--- src/cmp_ctrl_params.svh ---
// offsets, field positions, field codes, reset values and response codes for the comparator control block
// assumes a 32-bit AXI4-Lite register bus, one aligned word per register
// How it works
// - sense 00 any toggle, 10 falling, 11 rising, 01 reserved
// - capture enable routes comparator 1 output into timer 1 capture front end
// - comparator 1 capture interrupt only when timer capture mask bit set
// - capture edge select one takes rising edge, zero takes falling edge
// - capture enable clear leaves comparator 1 no path into capture logic
// - three-bit negative input select: fractions, bandgap, DAC, pin; 111 reserved
// - control bit 7 enables the comparator
// - control bit 6 gates the comparator interrupt request
// - bit 3 of comparator 2 and 3 control reads zero
// - status: flags in bits 7..4, live outputs in bits 3..0
// - hardware sets a flag on the selected output event
// - vector acknowledge clears a flag only when its interrupt enable is set
// - writing one clears a flag, writing zero leaves it
// - each flag is offered as a conversion trigger
// - live output bits show the current comparator output
// - comparator samples on every or every second clock, per halve bit
`ifndef CMP_CTRL_PARAMS_SVH
`define CMP_CTRL_PARAMS_SVH

`define OFS_CMP0_CTRL   5'h00
`define OFS_CMP1_CTRL   5'h04
`define OFS_CMP2_CTRL   5'h08
`define OFS_CMP3_CTRL   5'h0C
`define OFS_STATUS      5'h10
`define OFS_MASK        5'h14
`define OFS_MISC        5'h18

`define BIT_EN          7
`define BIT_IE          6
`define BIT_SENSE_HI    5
`define BIT_SENSE_LO    4
`define BIT_CAPT        3
`define BIT_SEL_HI      2
`define BIT_SEL_LO      0
`define BIT_MISC_HALVE  0

`define SENSE_TOGGLE    2'h0
`define SENSE_RSVD      2'h1
`define SENSE_FALL      2'h2
`define SENSE_RISE      2'h3
`define SEL_RSVD        3'h7

`define CTRL_RESET      8'h00
`define STATUS_RESET    8'h00
`define RESP_OKAY       2'h0
`define RESP_SLVERR     2'h2

`endif

--- src/cmp_ctrl_pkg.sv ---
// types shared by the comparator control block
// assumes cmp_ctrl_params.svh supplies the numeric constants
package cmp_ctrl_pkg;
	typedef struct packed {
		logic       enable;
		logic       irq_enable;
		logic [1:0] irq_sense;
		logic       aux;
		logic [2:0] neg_input_sel;
	} cmp_ctrl_t;

	typedef struct packed {
		logic       capture_route_en;
		logic       timer1_capture_edge_sel;
		logic       timer1_capture_irq_mask;
	} capture_cfg_t;

	typedef enum logic [1:0] {
		RD_IDLE = 2'b00,
		RD_RESP = 2'b01
	} rd_state_t;
endpackage

--- src/analog_comparator_ctrl_flags.sv ---
// comparator control registers, event flags, interrupt and capture routing
// assumes comparator outputs and timer capture settings are synchronous to aclk
//
// Local design decisions: the AXI4-Lite interface to the registers and the placing of the registers.
`include "cmp_ctrl_params.svh"
`timescale 1ns/10ps
`default_nettype none
module analog_comparator_ctrl_flags
	import cmp_ctrl_pkg::*;
#(
	parameter int N_CMP = 4
) (
	input  wire logic        aclk,
	input  wire logic        aresetn,
	input  wire logic [4:0]  s_axi_awaddr,
	input  wire logic        s_axi_awvalid,
	output logic             s_axi_awready,
	input  wire logic [31:0] s_axi_wdata,
	input  wire logic [3:0]  s_axi_wstrb,
	input  wire logic        s_axi_wvalid,
	output logic             s_axi_wready,
	output logic [1:0]       s_axi_bresp,
	output logic             s_axi_bvalid,
	input  wire logic        s_axi_bready,
	input  wire logic [4:0]  s_axi_araddr,
	input  wire logic        s_axi_arvalid,
	output logic             s_axi_arready,
	output logic [31:0]      s_axi_rdata,
	output logic [1:0]       s_axi_rresp,
	output logic             s_axi_rvalid,
	input  wire logic        s_axi_rready,
	input  wire logic [3:0]  cmp_raw_out,
	input  wire logic [3:0]  irq_vector_ack,
	input  wire logic        timer1_capture_edge_sel,
	input  wire logic        timer1_capture_irq_mask,
	input  wire logic        capture_pin,
	output logic [3:0]       cmp_enable,
	output logic [11:0]      cmp_neg_input_sel,
	output logic [3:0]       cmp_sample_strobe,
	output logic [3:0]       cmp_irq_req,
	output logic [3:0]       conv_trigger,
	output logic             capture_src,
	output logic             capture_event,
	output logic             capture_irq,
	output logic             irq
);

	// the register map and status layout are fixed at four comparators
	if (N_CMP != 4) begin : g_bad_count
		$error("block serves exactly four comparators");
	end

	cmp_ctrl_t    ctrl_r [4];
	logic [3:0]   flag_r;
	logic [3:0]   mask_r;
	logic [3:0]   live_r;
	logic [3:0]   prev_r;
	logic         halve_r;
	logic         div_r;
	logic         sample_en;
	logic [3:0]   event_hit;
	logic [3:0]   flag_nxt;
	logic [3:0]   clr_wr;
	logic         cap_prev_r;
	capture_cfg_t cap_cfg;
	logic         wr_fire;
	logic         aw_held_r;
	logic         w_held_r;
	logic [4:0]   awaddr_r;
	logic [31:0]  wdata_r;
	logic [3:0]   wstrb_r;
	logic [4:0]   wr_addr;
	logic [31:0]  wr_data;
	logic         wr_lane0;
	rd_state_t    rd_state_r;
	logic [2:0]   rd_idx;

	// binary index of a control register, 4 when the address is not one
	function automatic logic [2:0] ctrl_index(input logic [4:0] addr);
		case (addr)
			5'(`OFS_CMP0_CTRL): ctrl_index = 3'h0;
			5'(`OFS_CMP1_CTRL): ctrl_index = 3'h1;
			5'(`OFS_CMP2_CTRL): ctrl_index = 3'h2;
			5'(`OFS_CMP3_CTRL): ctrl_index = 3'h3;
			default:            ctrl_index = 3'h4;
		endcase
	endfunction

	function automatic logic mapped(input logic [4:0] addr);
		mapped = (ctrl_index(addr) != 3'h4) || addr == `OFS_STATUS
			|| addr == `OFS_MASK || addr == `OFS_MISC;
	endfunction

	// the sample enable is the clock-divide strobe; with halve set only every second cycle samples
	always_ff @(posedge aclk) begin
		if (!aresetn)
			div_r <= 1'b0;
		else
			div_r <= ~div_r;
	end
	assign sample_en = !halve_r || div_r;

	always_ff @(posedge aclk) begin
		if (!aresetn) begin
			live_r <= 4'h0;
			prev_r <= 4'h0;
		end else if (sample_en) begin
			live_r <= cmp_raw_out;
			prev_r <= live_r;
		end
	end

	// event decode per comparator; sampled one cycle after live_r updates
	logic sample_d_r;
	always_ff @(posedge aclk) begin
		if (!aresetn)
			sample_d_r <= 1'b0;
		else
			sample_d_r <= sample_en;
	end

	genvar gi;
	generate
		for (gi = 0; gi < 4; gi++) begin : g_evt
			always_comb begin
				event_hit[gi] = 1'b0;
				if (sample_d_r && ctrl_r[gi].enable) begin
					case (ctrl_r[gi].irq_sense)
						`SENSE_TOGGLE: event_hit[gi] = live_r[gi] ^ prev_r[gi];
						`SENSE_FALL:   event_hit[gi] = prev_r[gi] & ~live_r[gi];
						`SENSE_RISE:   event_hit[gi] = ~prev_r[gi] & live_r[gi];
						default:       event_hit[gi] = 1'b0;
					endcase
				end
			end
			// vector ack only clears when the interrupt enable is set
			always_comb begin
				clr_wr[gi] = wr_fire && wr_addr == `OFS_STATUS && wr_lane0
					&& wr_data[`BIT_SENSE_LO + gi];
				flag_nxt[gi] = flag_r[gi];
				if (clr_wr[gi] || (irq_vector_ack[gi] && ctrl_r[gi].irq_enable))
					flag_nxt[gi] = 1'b0;
				if (event_hit[gi])
					flag_nxt[gi] = 1'b1;
			end
		end
	endgenerate

	always_ff @(posedge aclk) begin
		if (!aresetn)
			flag_r <= 4'h0;
		else
			flag_r <= flag_nxt;
	end

	// AXI write path: address and data accepted independently
	assign wr_addr  = aw_held_r ? awaddr_r : s_axi_awaddr;
	assign wr_data  = w_held_r ? wdata_r : s_axi_wdata;
	assign wr_lane0 = w_held_r ? wstrb_r[0] : s_axi_wstrb[0];
	assign wr_fire  = (aw_held_r || (s_axi_awvalid && s_axi_awready))
		&& (w_held_r || (s_axi_wvalid && s_axi_wready));

	always_ff @(posedge aclk) begin
		if (!aresetn) begin
			aw_held_r     <= 1'b0;
			w_held_r      <= 1'b0;
			awaddr_r      <= 5'h00;
			wdata_r       <= 32'h00000000;
			wstrb_r       <= 4'h0;
			s_axi_awready <= 1'b0;
			s_axi_wready  <= 1'b0;
			s_axi_bvalid  <= 1'b0;
			s_axi_bresp   <= `RESP_OKAY;
		end else begin
			s_axi_awready <= !s_axi_bvalid && !aw_held_r && !(s_axi_awvalid && s_axi_awready);
			s_axi_wready  <= !s_axi_bvalid && !w_held_r && !(s_axi_wvalid && s_axi_wready);
			if (wr_fire) begin
				aw_held_r     <= 1'b0;
				w_held_r      <= 1'b0;
				s_axi_awready <= 1'b0;
				s_axi_wready  <= 1'b0;
				s_axi_bvalid  <= 1'b1;
				s_axi_bresp   <= mapped(wr_addr) ? `RESP_OKAY : `RESP_SLVERR;
			end else begin
				if (s_axi_awvalid && s_axi_awready) begin
					aw_held_r <= 1'b1;
					awaddr_r  <= s_axi_awaddr;
				end
				if (s_axi_wvalid && s_axi_wready) begin
					w_held_r <= 1'b1;
					wdata_r  <= s_axi_wdata;
					wstrb_r  <= s_axi_wstrb;
				end
			end
			if (s_axi_bvalid && s_axi_bready)
				s_axi_bvalid <= 1'b0;
		end
	end

	// control registers; reserved bit 3 of comparators 2 and 3 is never stored
	generate
		for (gi = 0; gi < 4; gi++) begin : g_ctrl
			always_ff @(posedge aclk) begin
				if (!aresetn)
					ctrl_r[gi] <= `CTRL_RESET;
				else if (wr_fire && wr_lane0 && ctrl_index(wr_addr) == 3'(gi)) begin
					ctrl_r[gi] <= wr_data[7:0];
					if (gi >= 2)
						ctrl_r[gi].aux <= 1'b0;
				end
			end
		end
	endgenerate

	always_ff @(posedge aclk) begin
		if (!aresetn) begin
			mask_r  <= 4'h0;
			halve_r <= 1'b0;
		end else if (wr_fire && wr_lane0) begin
			if (wr_addr == `OFS_MASK)
				mask_r <= wr_data[3:0];
			if (wr_addr == `OFS_MISC)
				halve_r <= wr_data[`BIT_MISC_HALVE];
		end
	end

	// a function result cannot be part-selected directly, so the index gets its own net
	assign rd_idx = ctrl_index(s_axi_araddr);

	// AXI read path: one outstanding read, answer one cycle after the address
	always_ff @(posedge aclk) begin
		if (!aresetn) begin
			rd_state_r    <= RD_IDLE;
			s_axi_arready <= 1'b0;
			s_axi_rvalid  <= 1'b0;
			s_axi_rdata   <= 32'h00000000;
			s_axi_rresp   <= `RESP_OKAY;
		end else begin
			case (rd_state_r)
				RD_IDLE: begin
					s_axi_arready <= 1'b1;
					if (s_axi_arvalid && s_axi_arready) begin
						s_axi_arready <= 1'b0;
						s_axi_rvalid  <= 1'b1;
						s_axi_rresp   <= mapped(s_axi_araddr) ? `RESP_OKAY : `RESP_SLVERR;
						s_axi_rdata   <= 32'h00000000;
						if (rd_idx != 3'h4)
							s_axi_rdata[7:0] <= ctrl_r[rd_idx[1:0]];
						else if (s_axi_araddr == `OFS_STATUS)
							s_axi_rdata[7:0] <= {flag_r, live_r};
						else if (s_axi_araddr == `OFS_MASK)
							s_axi_rdata[3:0] <= mask_r;
						else if (s_axi_araddr == `OFS_MISC)
							s_axi_rdata[0] <= halve_r;
						rd_state_r <= RD_RESP;
					end
				end
				RD_RESP: begin
					s_axi_arready <= 1'b0;
					if (s_axi_rready) begin
						s_axi_rvalid <= 1'b0;
						rd_state_r   <= RD_IDLE;
					end
				end
				default: rd_state_r <= RD_IDLE;
			endcase
		end
	end

	// capture routing from comparator 1
	assign cap_cfg = '{ctrl_r[1].aux, timer1_capture_edge_sel, timer1_capture_irq_mask};

	always_ff @(posedge aclk) begin
		if (!aresetn) begin
			capture_src   <= 1'b0;
			cap_prev_r    <= 1'b0;
			capture_event <= 1'b0;
			capture_irq   <= 1'b0;
		end else begin
			// with routing off the comparator has no path, the pin is used instead
			capture_src <= cap_cfg.capture_route_en ? live_r[1] : capture_pin;
			cap_prev_r  <= capture_src;
			capture_event <= cap_cfg.timer1_capture_edge_sel ? (capture_src & ~cap_prev_r)
				: (~capture_src & cap_prev_r);
			capture_irq <= capture_event && cap_cfg.timer1_capture_irq_mask;
		end
	end

	always_ff @(posedge aclk) begin
		if (!aresetn) begin
			cmp_enable        <= 4'h0;
			cmp_neg_input_sel <= 12'h000;
			cmp_sample_strobe <= 4'h0;
			cmp_irq_req       <= 4'h0;
			conv_trigger      <= 4'h0;
			irq               <= 1'b0;
		end else begin
			for (int i = 0; i < 4; i++) begin
				cmp_enable[i]             <= ctrl_r[i].enable;
				cmp_neg_input_sel[i*3 +: 3] <= ctrl_r[i].neg_input_sel;
				cmp_sample_strobe[i]      <= sample_en && ctrl_r[i].enable;
				cmp_irq_req[i]            <= flag_nxt[i] && ctrl_r[i].irq_enable;
			end
			conv_trigger <= flag_nxt;
			irq          <= |(flag_nxt & mask_r);
		end
	end

endmodule
`default_nettype wire

--- config.mk ---
export PLATFORM = sky130hd
export DESIGN_NAME = analog_comparator_ctrl_flags
export DESIGN_NICKNAME = d
export VERILOG_FILES = /design/src/cmp_ctrl_pkg.sv /design/src/analog_comparator_ctrl_flags.sv
export VERILOG_INCLUDE_DIRS = /design/src /design/src/src
export SDC_FILE = /design/constraint.sdc
export NUM_CORES = 1
export LEC_CHECK = 0
export BUFFER_PORTS_ARGS = -buffer_cell sky130_fd_sc_hd__clkbuf_2
export CORE_AREA = 2 2 98 90
export CTS_BUF_LIST = sky130_fd_sc_hd__clkbuf_4
export DETAILED_ROUTE_END_ITERATION = 7
export DIE_AREA = 0 0 100 92
export PLACE_DENSITY_LB_ADDON = 0.08
export SYNTH_ARGS = -nofsm -noshare
export SYNTH_HDL_FRONTEND = slang
export SYNTH_SLANG_ARGS = --single-unit
--- constraint.sdc ---
create_clock -name aclk -period 5.5 [get_ports aclk]
set_input_delay 0.275 -clock aclk [delete_from_list [all_inputs] [get_ports aclk]]
set_output_delay 0.275 -clock aclk [all_outputs]
set_load 0.02 [all_outputs]
After elaboration in Yosys (flattened, before gate mapping)
Memories as Yosys holds them, arrays and structs flattened.
Cells that the tools add are included.
- bits in registers: 83
- bits in latches: 0
- RAM bits: 32
- ROM bits: 0
- bits of input ports: 64
- word-level logic and storage cells: 233
- memories kept: 1
- memory list (name ; depth ; width ; read ports ; clocked after memory_dff ; write ports ; RTL line ; source):
    ctrl_r ; 4 ; 8 ; 5 ; 0 ; 4 ; analog_comparator_ctrl_flags.sv:53 ; cmp_ctrl_t ctrl_r [4];
- $add $sub $neg: 0
- multiply operators: 0
- div/mod/pow operators: 0
- magnitude comparators: 0
- eq/ne operators: 29
- shift operators: 0
- mux-type cells: 64
- bitwise operators: 34
- reduce and logical (&&, ||, !) cells: 75
- operator list (cell ; number):
    $mux 8 ; 6
    $logic_and 1x1->1 ; 37
    $mux 1 ; 35
    $eq 5x5->1 const B ; 6
    $pmux 3 s4 ; 2
    $mux 3 ; 7
    $eq 5x4->1 const B ; 4
    $eq 2x2->1 const B ; 8
    $logic_or 1x1->1 ; 13
    $not 1->1 ; 13
    $pmux 1 s3 ; 4
    $reduce_and 2->1 ; 6
    $and 1x1->1 ; 10
    $eq 5x3->1 const B ; 2
    $logic_not 2->1 ; 5
    $logic_not 5->1 ; 2
    $ne 3x3->1 const B ; 3
    $mux 2 ; 4
    $mux 4 ; 2
    $eq 3x2->1 const B ; 2
    $logic_not 1->1 ; 6
    $or 1x1->1 ; 6
    $mux 5 ; 1
    $and 4x4->4 ; 1
    11 further kinds ; 17

Longest topological paths before layout
Gate-level depths: netlist (run 1).
- depth after elaboration: 11
- depth in mapped cells: 7
- gate-level depth less buffers: 7

Worst setup path after synthesis (run 1)
Ideal clock, no wire load.
- kind: register to register
- from: register s_axi_awready
- to: register cmp_irq_req[0]
- arrival: 1969 ps
- slack: 3416 ps
- cell stages (with the launch flop): 7
- buffers on the path: 1
- clock period less this slack: 2084 ps
- path through: dfxtp_1 > a21oi_1 > or4b_1 > buf_2 > o311a_1 > or2_1 > and3_1
- cells in the longest elaborated chain, start to end: 10
- RTL lines (element ; RTL line ; source):
    start, declared ; analog_comparator_ctrl_flags.sv:17 ; output logic s_axi_awready,
    start signal, assigned ; analog_comparator_ctrl_flags.sv:175 ; s_axi_awready <= !s_axi_bvalid && !aw_held_r && !(s_axi_awvalid && s_axi_awready);
    $logic_and 1x1->1 ; analog_comparator_ctrl_flags.sv:160 ; assign wr_fire = (aw_held_r || (s_axi_awvalid && s_axi_awready))
    $logic_or 1x1->1 ; analog_comparator_ctrl_flags.sv:160 ;
    $logic_and 1x1->1 ; analog_comparator_ctrl_flags.sv:161 ; && (w_held_r || (s_axi_wvalid && s_axi_wready));
    $logic_and 1x1->1 (no source line) ; - ;
    $logic_and 1x1->1 (2 in a row) ; analog_comparator_ctrl_flags.sv:138 ; clr_wr[gi] = wr_fire && wr_addr == `OFS_STATUS && wr_lane0
    $logic_or 1x1->1 ; analog_comparator_ctrl_flags.sv:141 ; if (clr_wr[gi] || (irq_vector_ack[gi] && ctrl_r[gi].irq_enable))
    $mux 1 ; analog_comparator_ctrl_flags.sv:141 ;
    $mux 1 ; analog_comparator_ctrl_flags.sv:143 ; if (event_hit[gi])
    $logic_and 1x1->1 ; analog_comparator_ctrl_flags.sv:302 ; cmp_irq_req[i] <= flag_nxt[i] && ctrl_r[i].irq_enable;
    end signal, assigned by index ; analog_comparator_ctrl_flags.sv:302 ;
    end, declared ; analog_comparator_ctrl_flags.sv:40 ; output logic [3:0] cmp_irq_req,
No other way between the ends.
A chain may end at the register's enable or synchronous reset.

==> impl_metrics.csv, run 1 <==
group,metric,value,unit
status,result_of_the_run,"completed",
clock_tree,cts-hold-fix-buffers,0,
timing,fin_worst_skew,0.0123,ns
worst_setup_path,critical_path_peak_fanout,11,
logic_synthesis,synth_area,4650,um2
worst_setup_path,cpPeakStageDelay,1.16,ns
place,pre_cts_worst_setup_slack,2.72,ns
timing,post-route-worst-setup-slack,2.70,ns
logic_synthesis,post_synth_inst_count,462,
timing,report.final.setup_viol,0,
logic_synthesis,synth_enable_flop_cells,30,
worst_setup_path,cp_slowest_cell,"sky130_fd_sc_hd__o31ai_1",
power,vdd.ir_drop.worst,0.206,mV
logic_synthesis,synthDominantCellAreaShare,34.0,%
logic_synthesis,async_flop_share,0,%
global_routing,groute.layer.met3.usage,5.64,%
power,p_leak,0.00217,uW
detailed_routing,drc_errors,0,
timing,finalHoldViolCount,0,
floorplanning,design.portCount,137,
global_routing,grt_pass1_vias,3139,
power,powerDensity,284,nW/um2
place,gpl.final_weighted_congestion,0.879,
clock_tree,ctsHtreeMaxLevel,3,
clock_tree,ctsLongestPathBuffers,2,
clock_tree,cts_buffer_count,9,
finish,finish.cell_count_without_fillers,641,
detailed_routing,postRouteWirelength,10000,um
logic_synthesis,synth_top_cell_by_area,"sky130_fd_sc_hd__dfxtp_1",
logic_synthesis,seq_total_area_yosys,53.4,%
logic_synthesis,postSynthRegisterBits,109,
worst_hold_path,hold_depth,3,
worst_setup_path,worst-endpoint-required,5.57,ns
timing,fmax,0.357,GHz
finish,syn2layout_area_growth,10.7,%
floorplanning,rows,32,
timing,worst-slew-pin-transition,1.33,ns
logic_synthesis,synth-warning-count,0,
floorplanning,die_w,100,um
floorplanning,die_y,92,um
global_routing,grt_pass1_wl,15700,um
detailed_routing,detail_route.first_pass.iterations,4,
worst_setup_path,crit_path_start_kind,"flop",
clock_tree,worstSkewPairLatency,0.45,ns
logic_synthesis,ys_top_cells_by_area,"sky130_fd_sc_hd__dfxtp_1 34%, sky130_fd_sc_hd__edfxtp_1 19%, sky130_fd_sc_hd__nor2_1 5.5%",
finish,area_of_the_multi_input_gates,1930,um2
place,dpl.hpwl,7570,um
worst_hold_path,hold_class,"in -> reg",
detailed_routing,final_antenna_net_count,0,
global_routing,groute.layer.met2.usage,36.9,%
worst_setup_path,worst_r2r_path_depth,3,
timing,finalSetupTns,0,ns
place,io_buffer_count,83,
logic_synthesis,synthesis.area_per_instance,10.1,um2
job,cap_violations,0,
global_routing,grt_start_max_net_pins,41,
clock_tree,cts_resized,0,
global_routing,gr-usage-all-layers,22.3,%
detailed_routing,routed_via_density,5.39,
global_routing,grt_use_met1,29.6,%
finish,register_area,2480,um2
clock_tree,clkSlewWorstSetupHoldPaths,0.16,ns
logic_synthesis,synthFlopType,"sky130_fd_sc_hd__dfxtp_1",
clock_tree,cts_setup_buffers,0,
clock_tree,clock-root-buffer,"sky130_fd_sc_hd__clkbuf_4",
floorplanning,core,8330,um2
finish,fin_nets,606,
timing,report.final.slew_viol_count,0,
worst_setup_path,setup.worst_path.class,"reg -> reg",
global_routing,globalRoute.totalOverflow,0,
timing,period_needed,2.80,ns
timing,worst_slew_margin_rel,10.9,%
worst_setup_path,critPathArrivalTime,2.87,ns
timing,post-route-period-util,50.9,%
floorplanning,start_util,55.9,%
floorplanning,die-area,9200,um2
global_routing,number_of_antenna_violations_at_the_first_check_in_global_routing,0,
clock_tree,tritoncts,"done",
global_routing,grt.busiest_layer,"met2",
detailed_routing,detailedRoute.firstIterationViolations,154,
worst_setup_path,setup.worst_path.end_class,"flop",
finish,share_of_final_layout_standard_cells_stronger_than_drive_strength_1,21.2,%
clock_tree,cts.sink_count,109,
logic_synthesis,yosys.cell_types.count,45,
finish,antenna-diode-count,0,
place,placedCellCount,625,
finish,filler_cell_count,733,
detailed_routing,route.vias.total,3458,
worst_setup_path,critical_path.cell_chain,"mux2_2, nand4_1, o31ai_1",
timing,holdWs,0.0263,ns
timing,grt_setup_unrepaired,"no",
detailed_routing,wire_per_inst,15.7,um
worst_setup_path,r2r_setup_slack,2.70,ns
[state kept, by name, indices dropped and copies added (netlist names), 4 cells and up]
register / flops
cmp_irq_req: 4
s_axi_rdata: 8
wdata_r: 8
cmp_enable: 4
cmp_neg_input_sel: 12
conv_trigger: 4
ctrl_r: 30
mask_r: 4
live_r: 4
cmp_sample_strobe: 4
prev_r: 4
awaddr_r: 5
[critical path, delay by kind of cell (launching register included)]
kind | cells | cell delay [ns]
AO/OA/AOI/OAI | 1 | 1.16
flip-flops | 1 | 0.73
multiplexers | 1 | 0.28
AND/OR/NAND/NOR | 1 | 0.25
[power by group]
group | total [uW] | switching (uW) | internal [uW]
combinational | 175 | 112 | 62.2
clock | 406 | 258 | 149
sequential | 884 | 27.3 | 856
total | 1460 | 397 | 1070
[final timing paths]
path / end / from
setup / recovery: ctrl_r[2][1] / w_held_r
hold / removal: live_r[1] / cmp_raw_out[1]
setup reg to reg: ctrl_r[2][1] / w_held_r
hold reg to reg: div_r / div_r
[kinds of logic (layout without fill, tap and decap cells)]
kind of cell	after synthesis	count (layout)	share of synthesized area, %
adders and majority gates	8	8	2.15
buffers and inverters	59	111	7.21
muxes	33	33	9.33
AOI/OAI and AO/OA	66	66	9.04
and+or+nand+nor	186	186	18.8
DFF	109	109	53.4
other	1	26	0.0806
[placed cells by master, fill, tap and decap left out, types with 10 or more instances in the layout]
master and count:
sky130_fd_sc_hd__clkbuf_2 83, sky130_fd_sc_hd__dfxtp_1 79, sky130_fd_sc_hd__nor2_1 68, sky130_fd_sc_hd__nand2_1 46, sky130_fd_sc_hd__edfxtp_1 30, sky130_fd_sc_hd__a21oi_1 29
sky130_fd_sc_hd__conb_1 26, sky130_fd_sc_hd__mux2i_1 22, sky130_fd_sc_hd__and2_1 22, sky130_fd_sc_hd__nor3_1 13, sky130_fd_sc_hd__o21ai_0 11, sky130_fd_sc_hd__and3_1 11
sky130_fd_sc_hd__inv_1 10, sky130_fd_sc_hd__clkbuf_4 10
[area by class of cell]
| type | count | area share (%) |
|---|---|---|
| well taps | 102 | 2.48 |
| repair buffers | 85 | 8.36 |
| clock buffers | 10 | 1.46 |
| inverters | 10 | 0.729 |
| clock inverters | 6 | 1.36 |
| multi-input cells | 319 | 37.4 |
| flip-flops and latches | 109 | 48.2 |
[cell usage after synthesis, drive strengths merged, types with 3 or more instances]
cell type  instances
and2              22
dfxtp             79
or2                5
clkbuf            18
mux2               3
buf               31
nor2              68
o21ai             11
a211oi             5
mux2i             22
ha                 8
o211ai             4
nand2             46
or3                3
inv               10
a21oi             30
edfxtp            30
and3              11
nand2b             5
o311a              4
mux4               8
a221oi             4
nor3              13
[per-stage QoR]
stage	cell area, um2	util, %	total power [uW]
final	5150	61.9	1460
after global routing	5150	61.9	1520
after CTS	5150	61.9	1470
after detailed placement	5010	60.1	1080
after global placement	5010	60.1	1070
after floorplan	4750	-	1030
[metal layers]
layer  wire length (um)  part of all wire, %  vias up
met1               4330                   43     1599
met5                  0                    0        -
met2               4730                   47      146
met3                836                  8.3       14
li1                   -                    -     1699
met4                148                  1.5        0
(Power assumes the default switching activity.)
==> inputs of run 2 (changes only) <==
--- a/config.mk
+++ b/config.mk
@@ -6,11 +6,12 @@
 export SDC_FILE = /design/constraint.sdc
 export NUM_CORES = 1
 export LEC_CHECK = 0
+export ABC_AREA = 1
 export BUFFER_PORTS_ARGS = -buffer_cell sky130_fd_sc_hd__clkbuf_2
-export CORE_AREA = 2 2 98 90
+export CORE_AREA = 2 2 108 100
 export CTS_BUF_LIST = sky130_fd_sc_hd__clkbuf_4
 export DETAILED_ROUTE_END_ITERATION = 7
-export DIE_AREA = 0 0 100 92
+export DIE_AREA = 0 0 110 102
 export PLACE_DENSITY_LB_ADDON = 0.08
 export SYNTH_ARGS = -nofsm -noshare
 export SYNTH_HDL_FRONTEND = slang
==> constraint.sdc (replaced) <==
create_clock -name aclk -period 2.3 [get_ports aclk]
set_input_delay 0.115 -clock aclk [delete_from_list [all_inputs] [get_ports aclk]]
set_output_delay 0.115 -clock aclk [all_outputs]
set_load 0.02 [all_outputs]
==> run 2 against run 1 <==
Worst setup slack worse by 2.4 ns; cell area up 10%; worst hold slack better by 0.018 ns; highest routed layer unchanged.
==> impl_metrics.csv, run 2 <==
group,metric,value,unit
finish,finish.cell_count_without_fillers,827,
clock_tree,worstSkewPairLatency,0.48,ns
finish,share_of_final_layout_standard_cells_stronger_than_drive_strength_1,18.6,%
logic_synthesis,seq_total_area_yosys,51.6,%
worst_setup_path,setup.worst_path.class,"reg -> reg",
job,cap_violations,0,
clock_tree,cts_buffer_count,9,
timing,report.final.slew_viol_count,0,
logic_synthesis,synth_enable_flop_cells,30,
place,placedCellCount,785,
power,vdd.ir_drop.worst,0.373,mV
finish,final_core_utilization,56.6,%
worst_setup_path,r2r_setup_slack,0.35,ns
timing,fmax,0.512,GHz
place,io_buffer_count,83,
finish,max_flop_register,"ctrl_r",
detailed_routing,wire_per_inst,13.6,um
clock_tree,clock-root-buffer,"sky130_fd_sc_hd__clkbuf_4",
worst_setup_path,worst-endpoint-required,2.47,ns
floorplanning,core,10000,um2
floorplanning,die_w,110,um
status,result_of_the_run,"completed",
worst_setup_path,timing.rr.start,"w_held_r",
clock_tree,cts.sink_count,109,
logic_synthesis,synthMostInstantiatedCell,"sky130_fd_sc_hd__nand2_1",
logic_synthesis,async_flop_share,0,%
logic_synthesis,synth-warning-count,0,
finish,syn2layout_area_growth,18.0,%
worst_setup_path,critical_path_peak_fanout,10,
timing,finalSetupTns,0,ns
timing,finalHoldViolCount,0,
clock_tree,tritoncts,"done",
clock_tree,ctsLongestPathBuffers,2,
detailed_routing,final_antenna_net_count,0,
floorplanning,rows,35,
worst_setup_path,regToRegEndpoint,"ctrl_r[3][5]",
detailed_routing,detailedRoute.firstIterationViolations,243,
global_routing,globalRoute.totalOverflow,0,
logic_synthesis,postSynthRegisterBits,109,
timing,worst-slew-pin-transition,0.644,ns
worst_hold_path,hold_class,"in -> reg",
power,powerDensity,632,nW/um2
finish,final_cell_area,5680,um2
floorplanning,die_y,102,um
finish,layout.cells.most_common_list,"95 x sky130_fd_sc_hd__nand2_1, 83 x sky130_fd_sc_hd__clkbuf_2, 81 x sky130_fd_sc_hd__inv_1, 81 x sky130_fd_sc_hd__nor2_1, 79 x sky130_fd_sc_hd__dfxtp_1",
floorplanning,start_util,48.0,%
power,p_leak,0.00274,uW
clock_tree,ctsHtreeMaxLevel,3,
logic_synthesis,synthesis.area_per_instance,8.30,um2
timing,report.final.setup_viol,0,
finish,largest_register_ff_count,30,
detailed_routing,detail_route.first_pass.iterations,4,
logic_synthesis,post_synth_inst_count,580,
floorplanning,design.portCount,137,
worst_setup_path,worst_r2r_path_depth,6,
worst_hold_path,hold_depth,6,
clock_tree,cts_setup_buffers,0,
logic_synthesis,ys_top_cells_by_area,"sky130_fd_sc_hd__dfxtp_1 33%, sky130_fd_sc_hd__edfxtp_1 19%, sky130_fd_sc_hd__nand2_1 7.4%",
timing,post-route-period-util,85.0,%
global_routing,grt_start_max_net_pins,41,
finish,final_common_cell,"sky130_fd_sc_hd__nand2_1",
timing,worst_slew_margin_rel,55.8,%
finish,fin_nets,765,
worst_setup_path,critPathArrivalTime,2.13,ns
global_routing,number_of_antenna_violations_at_the_first_check_in_global_routing,0,
finish,antenna-diode-count,0,
detailed_routing,routed_via_density,4.81,
clock_tree,clkSlewWorstSetupHoldPaths,0.18,ns
timing,period_needed,1.95,ns
logic_synthesis,synth.top_cells.by_count,"95 x sky130_fd_sc_hd__nand2_1, 81 x sky130_fd_sc_hd__inv_1, 81 x sky130_fd_sc_hd__nor2_1",
worst_setup_path,critical_path.startpoint,"w_held_r",
timing,fin_worst_skew,0.0203,ns
worst_setup_path,setup.worst_path.end_class,"flop",
logic_synthesis,synth_area,4810,um2
detailed_routing,postRouteWirelength,11300,um
floorplanning,die-area,11200,um2
logic_synthesis,synthDominantCellAreaShare,32.9,%
place,post_dp_cell_area,5280,um2
global_routing,grt_pass1_vias,3558,
global_routing,grt_pass1_wl,17900,um
logic_synthesis,synth_top_cell_by_area,"sky130_fd_sc_hd__dfxtp_1",
timing,grt_setup_unrepaired,"no",
place,dpl.hpwl,8590,um
detailed_routing,route.vias.total,3974,
logic_synthesis,synthFlopType,"sky130_fd_sc_hd__dfxtp_1",
place,gpl.final_weighted_congestion,0.904,
finish,largestRegisters,"ctrl_r (30), cmp_neg_input_sel (12)",
worst_hold_path,worst_hold_path.endpoint,"conv_trigger[2]",
logic_synthesis,yosys.cell_types.count,41,
worst_setup_path,crit_path_start_kind,"flop",
detailed_routing,drc_errors,0,
worst_hold_path,worst_hold_startpoint,"irq_vector_ack[2]",
global_routing,gr-usage-all-layers,21.2,%
[run 2: routing by layer]
layer	GRT usage [%]	vias to the layer above	wire length (um)
met5	0	-	0
met1	28.0	1794	5260
met3	4.40	14	634
li1	-	2051	-
met4	6.52	0	190
met2	35.0	115	5180
[run 2: where the power goes]
| group | total, uW | switching [uW] | internal [uW] | leakage (uW) |
|---|---|---|---|---|
| combinational | 534 | 355 | 180 | 0.00171 |
| sequential | 2120 | 62.4 | 2060 | 0.000958 |
| clock | 934 | 683 | 251 | 0.0000754 |
[run 2: cell type report]
class                      instances  area [um2]
clock buffer                       9        67.6
inverter                          86         325
sequential                       109        2480
clock inverter                     7        71.3
multi-input combinational        371        1840
timing repair buffer             116         728
fill                             968        4350
tap                              129         161
[run 2: stage by stage]
stage / worst slack (ns) / hold WS, ns / power (uW)
floorplan: 0.728 / 0.214 / 2530
finish: 0.346 / 0.0441 / 3590
global placement: 0.373 / 0.301 / 2660
global route: 0.155 / 0.0223 / 3770
detailed placement: 0.337 / 0.309 / 2670
CTS: 0.315 / 0.00496 / 3630
[run 2: critical path: stages, from the launching register on]
cell and delay, ns:
sky130_fd_sc_hd__dfxtp_1 0.66, sky130_fd_sc_hd__inv_4 0.10, sky130_fd_sc_hd__nand2_2 0.15, sky130_fd_sc_hd__nand3_4 0.13
sky130_fd_sc_hd__nor2_4 0.21, sky130_fd_sc_hd__nand3_1 0.10, sky130_fd_sc_hd__nand2_1 0.29
[run 2: worst max-delay path by stage]
| stage | end | slack [ns] | cells after the start |
|---|---|---|---|
| 2_1_floorplan | ctrl_r[1][0] | 0.73 | 6 |
| 3_5_place_dp | ctrl_r[3][2] | 0.34 | 6 |
| 5_1_grt | ctrl_r[3][5] | 0.16 | 6 |
| 6_report | ctrl_r[3][5] | 0.35 | 6 |
| 3_3_place_gp | ctrl_r[3][1] | 0.37 | 6 |
| 4_1_cts | ctrl_r[3][5] | 0.31 | 6 |
[run 2: kinds of logic after synthesis]
kind of cell / after synthesis / synth area share, %
AOI/OAI and AO/OA: 114 / 12.9
other: 1 / 0.0779
DFF: 109 / 51.6
buffers and inverters: 125 / 12.1
and+or+nand+nor: 219 / 20.4
muxes: 4 / 0.832
adders and majority gates: 8 / 2.08
[run 2: timing repair]
item / in CTS / in global routing
setup endpoints to repair: 0 / 0
gates resized for setup: 0 / 0
hold buffers: 26 / 0
hold endpoints to repair: 28 / 0
